<file path="config.mk">
export PLATFORM = sky130hd
export DESIGN_NAME = dac_chain
export DESIGN_NICKNAME = d
export VERILOG_FILES = /design/src/hw/dac_chain.v /design/src/hw/dac_lane_map.v
export VERILOG_INCLUDE_DIRS = /design/src /design/src/shared
export SDC_FILE = /design/constraint.sdc
export NUM_CORES = 1
export LEC_CHECK = 0
export BUFFER_PORTS_ARGS = -buffer_cell sky130_fd_sc_hd__buf_2
export CAP_MARGIN = 20
export CORE_MARGIN = 10
export CORE_UTILIZATION = 50
export CTS_BUF_LIST = sky130_fd_sc_hd__clkbuf_2 sky130_fd_sc_hd__clkbuf_4 sky130_fd_sc_hd__clkbuf_8
export DETAILED_ROUTE_END_ITERATION = 8
export PLACE_DENSITY = 0.73
export SETUP_SLACK_MARGIN = 0.05
export SLEW_MARGIN = 20
export SYNTH_ARGS = -nofsm -noshare
export SYNTH_HDL_FRONTEND = slang
export SYNTH_SLANG_ARGS = --single-unit
</file>
<file path="constraint.sdc">
create_clock -name mclk -period 3.7 [get_ports mclk]
set_input_delay 0 -clock mclk [delete_from_list [all_inputs] [get_ports mclk]]
set_output_delay 0 -clock mclk [all_outputs]
set_load 0.005 [all_outputs]
</file>
<file path="src/shared/dac_consts.vh">
// Constants for the array-chained descriptor fetcher
`ifndef DAC_CONSTS_VH
`define DAC_CONSTS_VH

// Byte offsets inside one array entry, then the plain and status entry lengths
`define DAC_OFS_ADDR 4'h0
`define DAC_OFS_CNT 4'h4
`define DAC_OFS_STAT 4'h6
`define DAC_OFS_LEN 4'h8
`define DAC_OFS_ZERO 4'ha
`define DAC_ENTRY_PLAIN 4'h6
`define DAC_ENTRY_STAT 4'hc

// Field selectors returned by the lane map
`define DAC_FLD_ADDR 3'h0
`define DAC_FLD_CNT 3'h1
`define DAC_FLD_STAT 3'h2
`define DAC_FLD_LEN 3'h3
`define DAC_FLD_ZERO 3'h4

// Channel select levels of the data/control select input
`define DAC_CHAN_TX 1'b0
`define DAC_CHAN_RX 1'b1

// Reset values
`define DAC_BASE_RST 32'h0000_0000

`endif

</file>
<file path="src/hw/dac_chain.v">
// Array-chained descriptor fetcher for the transmit and receive DMA channels
//
// Behaviour
// - One base register per direction; select low picks transmit, high picks receive.
// - 16-bit big end: address high, address low, count; six bytes per entry.
// - 16-bit little end: address low, address high, count; six bytes per entry.
// - 8-bit big end: address bytes high to low, then count high, count low.
// - Status transfer on: status at 6, length at 8, zero at 10; 12 bytes.
// - Little end keeps the extra status words at the big end offsets.
// - A zero count ends the chain; that entry's address is ignored.
// - After ending, base register points at the dummy entry start plus four.
`timescale 1ns/100ps
`include "dac_consts.vh"

module dac_chain (
  input wire mclk,
  input wire sys_rst,
  input wire chan_sel,
  input wire base_wr,
  input wire [31:0] base_wdata,
  input wire start,
  input wire bus16,
  input wire little_end,
  input wire stat_xfer_en,
  input wire [15:0] mem_rdata,
  input wire mem_ack,
  input wire buf_done,
  input wire [15:0] rx_status,
  input wire [15:0] rx_length,
  output reg mem_req_ff,
  output reg mem_we_ff,
  output reg mem_byte_ff,
  output reg [31:0] mem_addr_ff,
  output reg [15:0] mem_wdata_ff,
  output reg buf_valid_ff,
  output reg buf_chan_ff,
  output reg [31:0] buf_addr_ff,
  output reg [15:0] buf_cnt_ff,
  output reg [15:0] tx_ctrl_ff,
  output reg [15:0] tx_len_ff,
  output reg busy_ff,
  output reg chain_end_ff,
  output reg [31:0] base_rd_ff
);

  localparam ST_IDLE = 3'h0;
  localparam ST_RD = 3'h1;
  localparam ST_CHK = 3'h2;
  localparam ST_TXRD = 3'h3;
  localparam ST_BUF = 3'h4;
  localparam ST_RXWR = 3'h5;
  localparam ST_NEXT = 3'h6;

  reg [2:0] state_ff;
  reg [31:0] base_tx_ff;
  reg [31:0] base_rx_ff;
  reg [31:0] entry_ff;
  reg [3:0] ofs_ff;
  reg chan_ff;
  reg bus16_ff;
  reg little_ff;
  reg stat_ff;
  reg [15:0] rx_stat_ff;
  reg [15:0] rx_len_ff;

  wire [2:0] fld;
  wire [4:0] shift;
  wire [3:0] nxt_ofs = ofs_ff + (bus16_ff ? 4'h2 : 4'h1);
  wire [15:0] rd_lane = bus16_ff ? mem_rdata : {8'h00, mem_rdata[7:0]};
  wire [31:0] rd_placed = {16'h0000, rd_lane} << shift;
  wire [3:0] entry_len = stat_ff ? `DAC_ENTRY_STAT : `DAC_ENTRY_PLAIN;

  // Order and width are frozen at start so a mid-chain change cannot split a field
  dac_lane_map u_map (
    .ofs(ofs_ff),
    .bus16(bus16_ff),
    .little_end(little_ff),
    .fld(fld),
    .shift(shift)
  );

  function [15:0] lane_out;
    input [15:0] val;
    input [4:0] sh;
    input wide;
    reg [15:0] s;
    begin
      s = val >> sh;
      lane_out = wide ? s : {8'h00, s[7:0]};
    end
  endfunction

  reg [15:0] wr_val;
  always @* begin
    case (fld)
      `DAC_FLD_STAT: wr_val = lane_out(rx_stat_ff, shift, bus16_ff);
      `DAC_FLD_LEN: wr_val = lane_out(rx_len_ff, shift, bus16_ff);
      default: wr_val = 16'h0000;
    endcase
  end

  // One bus access: issue only; the calling state takes the ack and steps to the next lane
  task issue;
    input we;
    begin
      mem_req_ff <= 1'b1;
      mem_we_ff <= we;
      mem_byte_ff <= ~bus16_ff;
      mem_addr_ff <= entry_ff + {28'h0000000, ofs_ff};
      mem_wdata_ff <= we ? wr_val : 16'h0000;
    end
  endtask

  always @(posedge mclk) begin
    if (sys_rst) begin
      state_ff <= ST_IDLE;
      base_tx_ff <= `DAC_BASE_RST;
      base_rx_ff <= `DAC_BASE_RST;
      entry_ff <= 32'h0000_0000;
      ofs_ff <= 4'h0;
      chan_ff <= `DAC_CHAN_TX;
      bus16_ff <= 1'b0;
      little_ff <= 1'b0;
      stat_ff <= 1'b0;
      rx_stat_ff <= 16'h0000;
      rx_len_ff <= 16'h0000;
      mem_req_ff <= 1'b0;
      mem_we_ff <= 1'b0;
      mem_byte_ff <= 1'b0;
      mem_addr_ff <= 32'h0000_0000;
      mem_wdata_ff <= 16'h0000;
      buf_valid_ff <= 1'b0;
      buf_chan_ff <= 1'b0;
      buf_addr_ff <= 32'h0000_0000;
      buf_cnt_ff <= 16'h0000;
      tx_ctrl_ff <= 16'h0000;
      tx_len_ff <= 16'h0000;
      busy_ff <= 1'b0;
      chain_end_ff <= 1'b0;
      base_rd_ff <= `DAC_BASE_RST;
    end else begin
      chain_end_ff <= 1'b0;
      base_rd_ff <= (chan_sel == `DAC_CHAN_RX) ? base_rx_ff : base_tx_ff;
      // Writes to the copy that a running chain owns are dropped
      if (base_wr && !(busy_ff && chan_sel == chan_ff)) begin
        if (chan_sel == `DAC_CHAN_RX)
          base_rx_ff <= base_wdata;
        else
          base_tx_ff <= base_wdata;
      end
      case (state_ff)
        ST_IDLE: begin
          if (start) begin
            chan_ff <= chan_sel;
            entry_ff <= (chan_sel == `DAC_CHAN_RX) ? base_rx_ff : base_tx_ff;
            bus16_ff <= bus16;
            little_ff <= little_end;
            stat_ff <= stat_xfer_en;
            busy_ff <= 1'b1;
            ofs_ff <= 4'h0;
            buf_addr_ff <= 32'h0000_0000;
            buf_cnt_ff <= 16'h0000;
            state_ff <= ST_RD;
          end
        end
        ST_RD, ST_TXRD: begin
          if (!mem_req_ff) begin
            issue(1'b0);
          end else if (mem_ack) begin
            mem_req_ff <= 1'b0;
            ofs_ff <= nxt_ofs;
            case (fld)
              `DAC_FLD_ADDR: buf_addr_ff <= buf_addr_ff | rd_placed;
              `DAC_FLD_CNT: buf_cnt_ff <= buf_cnt_ff | rd_placed[15:0];
              `DAC_FLD_STAT: tx_ctrl_ff <= tx_ctrl_ff | rd_placed[15:0];
              `DAC_FLD_LEN: tx_len_ff <= tx_len_ff | rd_placed[15:0];
              default: ;
            endcase
            if (state_ff == ST_RD && nxt_ofs == `DAC_OFS_STAT)
              state_ff <= ST_CHK;
            else if (state_ff == ST_TXRD && nxt_ofs == `DAC_OFS_ZERO)
              state_ff <= ST_BUF;
          end
        end
        ST_CHK: begin
          if (buf_cnt_ff == 16'h0000) begin
            // Dummy entry: its address is discarded and the chain stops here
            if (chan_ff == `DAC_CHAN_RX)
              base_rx_ff <= entry_ff + {28'h0000000, `DAC_OFS_CNT};
            else
              base_tx_ff <= entry_ff + {28'h0000000, `DAC_OFS_CNT};
            busy_ff <= 1'b0;
            chain_end_ff <= 1'b1;
            state_ff <= ST_IDLE;
          end else if (stat_ff && chan_ff == `DAC_CHAN_TX) begin
            tx_ctrl_ff <= 16'h0000;
            tx_len_ff <= 16'h0000;
            state_ff <= ST_TXRD;
          end else begin
            state_ff <= ST_BUF;
          end
        end
        ST_BUF: begin
          buf_valid_ff <= ~buf_done;
          buf_chan_ff <= chan_ff;
          if (buf_done && buf_valid_ff) begin
            rx_stat_ff <= rx_status;
            rx_len_ff <= rx_length;
            if (stat_ff && chan_ff == `DAC_CHAN_RX) begin
              ofs_ff <= `DAC_OFS_STAT;
              state_ff <= ST_RXWR;
            end else begin
              state_ff <= ST_NEXT;
            end
          end
        end
        ST_RXWR: begin
          // The zero word is written too, so the entry is always left whole
          if (!mem_req_ff) begin
            issue(1'b1);
          end else if (mem_ack) begin
            mem_req_ff <= 1'b0;
            mem_we_ff <= 1'b0;
            ofs_ff <= nxt_ofs;
            if (nxt_ofs == `DAC_ENTRY_STAT)
              state_ff <= ST_NEXT;
          end
        end
        ST_NEXT: begin
          entry_ff <= entry_ff + {28'h0000000, entry_len};
          ofs_ff <= 4'h0;
          buf_addr_ff <= 32'h0000_0000;
          buf_cnt_ff <= 16'h0000;
          state_ff <= ST_RD;
        end
        default: state_ff <= ST_IDLE;
      endcase
    end
  end

endmodule

</file>
<file path="src/hw/dac_lane_map.v">
// Maps a byte offset within an array entry to its field and bit position
`timescale 1ns/100ps
`include "dac_consts.vh"

module dac_lane_map (
  input wire [3:0] ofs,
  input wire bus16,
  input wire little_end,
  output reg [2:0] fld,
  output reg [4:0] shift
);

  reg [3:0] fbase;
  reg [2:0] fsize;
  reg [3:0] b;
  reg [2:0] idx;
  reg [2:0] units;
  reg [1:0] bsel;

  always @* begin
    fbase = `DAC_OFS_ZERO;
    fsize = 3'h2;
    fld = `DAC_FLD_ZERO;
    if (ofs < `DAC_OFS_CNT) begin
      fld = `DAC_FLD_ADDR;
      fbase = `DAC_OFS_ADDR;
      fsize = 3'h4;
    end else if (ofs < `DAC_OFS_STAT) begin
      fld = `DAC_FLD_CNT;
      fbase = `DAC_OFS_CNT;
    end else if (ofs < `DAC_OFS_LEN) begin
      fld = `DAC_FLD_STAT;
      fbase = `DAC_OFS_STAT;
    end else if (ofs < `DAC_OFS_ZERO) begin
      fld = `DAC_FLD_LEN;
      fbase = `DAC_OFS_LEN;
    end
    b = ofs - fbase;
    // A 16-bit lane carries a whole two-byte field or a whole half of the address, so only the word order flips
    idx = bus16 ? b[3:1] : b[2:0];
    units = bus16 ? {1'b0, fsize[2:1]} : fsize;
    // Byte slot counted from the top of the field; the 2-bit wrap handles both field sizes
    bsel = 2'h3 - idx[1:0] + units[1:0];
    // Big end puts the most significant part first; extra words keep the same offsets either way
    if (little_end)
      shift = bus16 ? {idx[0], 4'h0} : {idx[1:0], 3'h0};
    else
      shift = bus16 ? {units[0] ^ idx[0] ^ 1'b1, 4'h0} : {bsel, 3'h0};
  end

endmodule

</file>
==> results.py, run 1 <==
metrics = {
    "status": {
        "status": "completed",
    },
    "routing": {
        "wl_per_cell_um": 20.01,
        "drtIter0Drc": 1281,
        "drc": 0,
        "drt-pass1-iter-count": 5,
        "detail-route-antenna-nets": 0,
        "routed_wl_mm": 46.89,
        "vias": 13700,
        "vias_per_cell": 5.847,
    },
    "logic_synthesis": {
        "synthArstFlopShare_pct": 0,
        "synth_top_area_share_pct": 43.09,
        "yosysWarnings": 0,
        "syn_avg_cell_area_um2": 8.689,
        "synthesis.nets": 1742,
        "synth_top_flop_cell": "dfxtp_1",
        "ys_seq_area_share_pct": 43.09,
        "synth_top_cell_by_area": "dfxtp_1",
        "netlist_top_cells_count": "dfxtp_1 (306), nor2_1 (181), nand2_1 (179)",
        "ys_seq_elements": 306,
        "netlist_instances": 1636,
        "synth_cell_types": 83,
        "synth_enable_flop_cells": 0,
        "netlist_top_cells_area": "dfxtp_1 (43%), nor2_1 (4.8%), nand2_1 (4.7%)",
        "syn_area_um2": 14210,
        "yosysMostFrequentCell": "dfxtp_1",
    },
    "grt": {
        "antenna_found_initial": 1,
        "gr-total-overflow": 0,
        "grt_pass1_wl_mm": 73.37,
        "grt_pass1_vias": 13410,
        "grtUsageTotal_pct": 24.94,
        "grt_start_max_net_pins": 166,
    },
    "placed_design": {
        "dp_hpwl_mm": 31.93,
        "placed_cell_area_um2": 15630,
        "place_congestion": 0.9242,
        "io_buffers": 256,
    },
    "sta": {
        "min_period_over_period_pct": 84.29,
        "timing.slew.headroom_pct": 31.47,
        "max_freq_mhz": 320.7,
        "min_period_ns": 3.119,
        "worst_pin_slew_ns": 1.028,
        "slew_viol_final": 0,
        "setup_viol": 0,
        "grt_setup_unrepaired": "no",
        "hold_viol_final": 0,
        "fin_setup_tns_ns": 0,
        "fin_skew_ns": 0.02937,
    },
    "power_and_ir_drop": {
        "switching_power_mw": 4.078,
        "power_density_nw_per_um2": 626.6,
        "pwr-share-clk_pct": 29.8,
        "p_leak_nw": 7.236,
        "ir_worst_vdd_uv": 312.5,
        "pwr-share-comb_pct": 31.9,
        "p_sw_share_pct": 36.77,
        "pwr-share-seq_pct": 38.3,
        "internal_power_mw": 7.013,
    },
    "clock_tree": {
        "clkSlewWorstSetupHoldPaths_ns": 0.06,
        "cts.sink_count": 306,
        "clk_root_buffer_cell": "clkbuf_8",
        "clk_latency_ns": 0.61,
        "cts_tree": "built",
        "cts_htree_levels": 2,
        "cts.path.max_buffers": 3,
        "cts_buffers": 52,
    },
    "floorplan": {
        "initial_core_util_pct": 50.89,
        "core-area_um2": 27930,
        "rows": 61,
        "io_pins": 257,
        "die_area_um2": 35570,
        "die_y_um": 188.6,
        "die_w_um": 188.6,
    },
    "cells_and_area": {
        "num-fill-cells": 2407,
        "syn_to_final_growth_pct": 24.53,
        "regArea_um2": 6126,
        "multi_input_area_um2": 7427,
        "fin_util_pct": 63.37,
        "nets": 2029,
        "drive_gt1_share_pct": 23.17,
        "design_area_um2": 17700,
    },
    "worst_hold_path": {
        "hold_path_class": "input port to flip-flop",
    },
    "setup_path": {
        "crit_fanout": 16,
        "worstSetupPathType": "flip-flop to flip-flop",
        "worstPathRequired_ns": 4.18,
        "critPathArrivalTime_ns": 3.59,
        "cp-end-kind": "flip-flop",
        "start_kind": "flip-flop",
    },
    "run": {
        "cap_violations": 0,
    },
}
==> cell families after synthesis <==
kind of cell | share of synthesized area (%)
AND/OR/NAND/NOR | 18.29
AO/OA/AOI/OAI | 21.33
flip-flops | 43.09
buffers and inverters | 4.832
multiplexers | 7.543
XOR/XNOR | 3.327
adder cells (fa/ha/maj) | 1.584
==> critical path: stages (launching register included) <==
cell	delay, ns
dfxtp_1	0.43
maj3_1	0.40
ha_1	0.35
nand2_1	0.09
o21ai_0	0.08
ha_1	0.22
xor2_1	0.15
a21oi_1	0.24
o22a_2	0.39
buf_4	0.26
nor3_1	0.07
o31a_1	0.30
==> repair_timing <==
item,4_1_cts,5_1_grt
resized for setup,0,1
endpoints found under the setup margin,0,1
hold buffers,92,0
setup buffers,0,0
endpoints found under the hold margin,160,0
==> power groups by stage <==
stage | Sequential [mW] | Combinational [mW] | Clock, mW
2_1_floorplan | 4.09 | 2.41 | 0
6_report | 4.25 | 3.54 | 3.31
3_3_place_gp | 4.27 | 3.31 | 0
3_5_place_dp | 4.30 | 3.37 | 0
4_1_cts | 4.24 | 3.47 | 3.34
5_1_grt | 4.31 | 3.86 | 3.48
==> routing by layer <==
metal	GRT usage [%]	up-vias	wire length [um]
met4	8.303	0	1600
met3	6.185	125	4031
met2	40.59	606	21560
li1	-	6529	-
met5	0	-	0
met1	31.62	6439	19690
==> worst paths after layout <==
path	depth (start not counted)	slack, ns	from	to
setup / recovery	11	0.58	ofs_ff[2]	buf_addr_ff[22]
hold / removal	4	0.18	rx_length[15]	rx_len_ff[15]
setup reg to reg	11	0.58	ofs_ff[2]	buf_addr_ff[22]
hold reg to reg	2	0.45	tx_len_ff[0]	tx_len_ff[0]
==> state kept, by name (all words and copies together), names as in the netlist, 3 cells and up <==
register and count:
base_rd_ff 32, base_rx_ff 32, base_tx_ff 32, buf_addr_ff 32, buf_cnt_ff 16, entry_ff 32, mem_addr_ff 32, mem_wdata_ff 16
ofs_ff 4, rx_len_ff 16, rx_stat_ff 16, state_ff 3, tx_ctrl_ff 16, tx_len_ff 16
==> final cells by class <==
class | count | area share (%)
Clock inverter | 14 | 0.7351
Tap cell | 378 | 2.672
Sequential cell | 306 | 34.61
Inverter | 20 | 0.4241
Timing Repair Buffer | 379 | 13.86
Clock buffer | 81 | 5.732
Antenna cell | 1 | 0.01414
Multi-Input combinational cell | 1164 | 41.96
==> cells in the final DEF, fill, tap and decap left out, types with 14 or more instances in the layout <==
| cell | n |
|---|---|
| o21ai_1 | 18 |
| mux2i_1 | 51 |
| o21ai_0 | 45 |
| dfxtp_1 | 306 |
| nor4_1 | 23 |
| o211ai_1 | 20 |
| and2_1 | 21 |
| clkbuf_4 | 16 |
| a31oi_1 | 50 |
| a21oi_1 | 96 |
| inv_1 | 19 |
| xnor2_1 | 30 |
| nand2_1 | 179 |
| o31a_1 | 17 |
| ha_1 | 14 |
| nand4_1 | 20 |
| buf_2 | 255 |
| nor2_1 | 179 |
| nor3_1 | 25 |
| dlygate4sd3_1 | 92 |
| a22o_1 | 24 |
| xor2_1 | 24 |
| a211oi_1 | 77 |
| mux2_2 | 49 |
| buf_4 | 30 |
| nand3_1 | 28 |
| clkbuf_8 | 65 |
==> stage by stage <==
stage                     power (mW)  hold WS, ns  cells  setup WS [ns]
after floorplan                6.500      0.09569   1636         0.4911
after CTS                      11.05       0.1601   2342         0.3702
after global placement         7.580       0.2417   2155         0.4821
after global routing           11.65       0.1875   2343         0.3200
final                          11.09       0.1805   2343         0.5813
after detailed placement       7.672       0.2450   2155         0.4100
No activity file was read; power rests on OpenSTA's default activity.
==> inputs of run 2 (changes only) <==
--- a/config.mk
+++ b/config.mk
@@ -12,7 +12,7 @@
 export CORE_UTILIZATION = 50
 export CTS_BUF_LIST = sky130_fd_sc_hd__clkbuf_2 sky130_fd_sc_hd__clkbuf_4 sky130_fd_sc_hd__clkbuf_8
 export DETAILED_ROUTE_END_ITERATION = 8
-export PLACE_DENSITY = 0.73
+export PLACE_DENSITY = 0.76
 export SETUP_SLACK_MARGIN = 0.05
 export SLEW_MARGIN = 20
 export SYNTH_ARGS = -nofsm -noshare
==> constraint.sdc (replaced) <==
create_clock -name mclk -period 2.7 [get_ports mclk]
set_input_delay 0 -clock mclk [delete_from_list [all_inputs] [get_ports mclk]]
set_output_delay 0 -clock mclk [all_outputs]
set_load 0.005 [all_outputs]
==> run 2 against run 1 <==
  * The run now ends with negative setup slack left
  * Largest cell class unchanged
  * Critical endpoint is now tx_ctrl_ff[11]
  * Total power grew 46%
  * Flip-flop and latch count is the same
  * Sequential share of layout area decreased by 1.6 points
  * Register-to-register slack worse by 0.60 ns
  * Via count grew 3.6%
  * Combinational power grew 71%
  * Highest routed layer unchanged
==> results.py, run 2 (synthesized netlist as in run 1, its figures left out) <==
metrics = {
    "grt": {
        "antenna_found_initial": 3,
        "gr-total-overflow": 0,
        "grtUsageTotal_pct": 25.40,
        "grt_start_max_net_pins": 156,
        "grt_pass1_wl_mm": 74.31,
        "grt_pass1_vias": 13420,
    },
    "worst_hold_path": {
        "hold_path_class": "input port to flip-flop",
    },
    "placed_design": {
        "dpl.cell_count": 2198,
        "io_buffers": 256,
        "dp_hpwl_mm": 33.53,
        "place_congestion": 0.9664,
    },
    "cells_and_area": {
        "layout_common_cells": "dfxtp_1 (303), buf_2 (255), nor2_1 (179)",
        "nets": 2079,
        "fin_cells": 2394,
        "drive_gt1_share_pct": 27.52,
        "final_common_cell": "dfxtp_1",
        "syn_to_final_growth_pct": 30.74,
    },
    "sta": {
        "timing.slew.headroom_pct": 23.00,
        "setup_ws_ns": -0.01750,
        "min_period_ns": 2.718,
        "hold_viol_final": 0,
        "slew_viol_final": 0,
        "max_freq_mhz": 368.0,
        "setup_viol": 1,
        "worst_pin_slew_ns": 1.143,
        "min_period_over_period_pct": 100.6,
        "fin_skew_ns": 0.02690,
        "grt_setup_unrepaired": "yes",
    },
    "routing": {
        "drt-pass1-iter-count": 7,
        "vias": 14190,
        "wl_per_cell_um": 20.51,
        "drc": 0,
        "vias_per_cell": 5.926,
        "routed_wl_mm": 49.10,
        "drtIter0Drc": 1478,
        "detail-route-antenna-nets": 0,
    },
    "floorplan": {
        "io_pins": 257,
        "die_area_um2": 35570,
        "core-area_um2": 27930,
        "die_w_um": 188.6,
        "initial_core_util_pct": 50.89,
        "rows": 61,
        "die_y_um": 188.6,
    },
    "clock_tree": {
        "clk_latency_ns": 0.60,
        "cts.path.max_buffers": 3,
        "clk_root_buffer_cell": "clkbuf_8",
        "clkSlewWorstSetupHoldPaths_ns": 0.06,
        "cts_tree": "built",
        "cts_htree_levels": 2,
        "cts_buffers": 51,
        "cts.sink_count": 306,
    },
    "setup_path": {
        "start_kind": "flip-flop",
        "worstSetupPathType": "flip-flop to flip-flop",
        "cp-end-kind": "flip-flop",
        "critPathArrivalTime_ns": 3.23,
        "crit_fanout": 26,
        "worstPathRequired_ns": 3.21,
    },
    "power_and_ir_drop": {
        "p_leak_nw": 7.579,
        "power_density_nw_per_um2": 870.7,
        "ir_worst_vdd_uv": 510.5,
        "fin_total_pwr_mw": 16.18,
    },
    "status": {
        "status": "finished with violations",
        "violations": "negative setup slack",
    },
    "run": {
        "cap_violations": 0,
    },
}
==> run 2: final timing paths <==
path / start / endpoint / slack, ns / depth (start not counted)
worst max register to register: little_ff / tx_ctrl_ff[11] / -0.02 / 4
worst min-delay path: base_wr / base_rx_ff[5] / 0.18 / 5
worst min register to register: tx_ctrl_ff[0] / tx_ctrl_ff[0] / 0.45 / 2
worst max-delay path: little_ff / tx_ctrl_ff[11] / -0.02 / 4
==> run 2: critical path, stage by stage (launching register included) <==
cell,delay (ns)
dfxtp_1,0.65
mux2_2,0.63
o21ai_0,0.98
a31oi_4,0.17
nor2_1,0.19
==> run 2: routing by layer <==
layer  track usage (%)  vias up  part of all wire, %
li1                  -     6620                    -
met1             32.52     6704                   41
met2             40.05      726                   46
met3             5.927      136                  9.2
met4             11.02        0                  3.9
met5                 0        -                    0
==> run 2: power by group <==
part           total [mW]  switching [mW]  internal, mW
sequential           5.71           0.529          5.18
combinational        6.04            3.56          2.47
clock                4.43            1.93          2.50
total                16.2            6.03          10.2
==> run 2: what timing repair did <==
item,in CTS,in global routing
gates resized for setup,4,64
setup buffers,1,8
endpoints found under the setup margin,15,97
hold buffers,88,0
pin swaps,1,12
gates cloned,1,2
endpoints found under the hold margin,173,0
==> run 2: layout make-up <==
class                           count  area (um2)
Tap cell                          378       473.0
Fill cell                        2263        9350
Timing Repair Buffer              429        2972
Sequential cell                   306        6130
Clock inverter                     18       162.7
Clock buffer                       75       963.4
Antenna cell                        3       7.507
Multi-Input combinational cell   1165        7801
Inverter                           20       75.07
==> run 2: per-stage QoR <==
step / hold WS (ns) / util, % / instance area, um2 / setup WS, ns / setup TNS, ns
after floorplan: 0.09569 / - / 14310 / -0.01641 / -0.1313
after global placement: 0.2266 / 57.55 / 16080 / 0.04108 / 0
after detailed placement: 0.2340 / 57.55 / 16080 / -0.06884 / -0.3698
after CTS: 0.1381 / 64.92 / 18130 / 0.08140 / 0
after global routing: 0.1823 / 66.53 / 18580 / -0.07910 / -2.098
final: 0.1781 / 66.53 / 18580 / -0.01750 / -0.01750
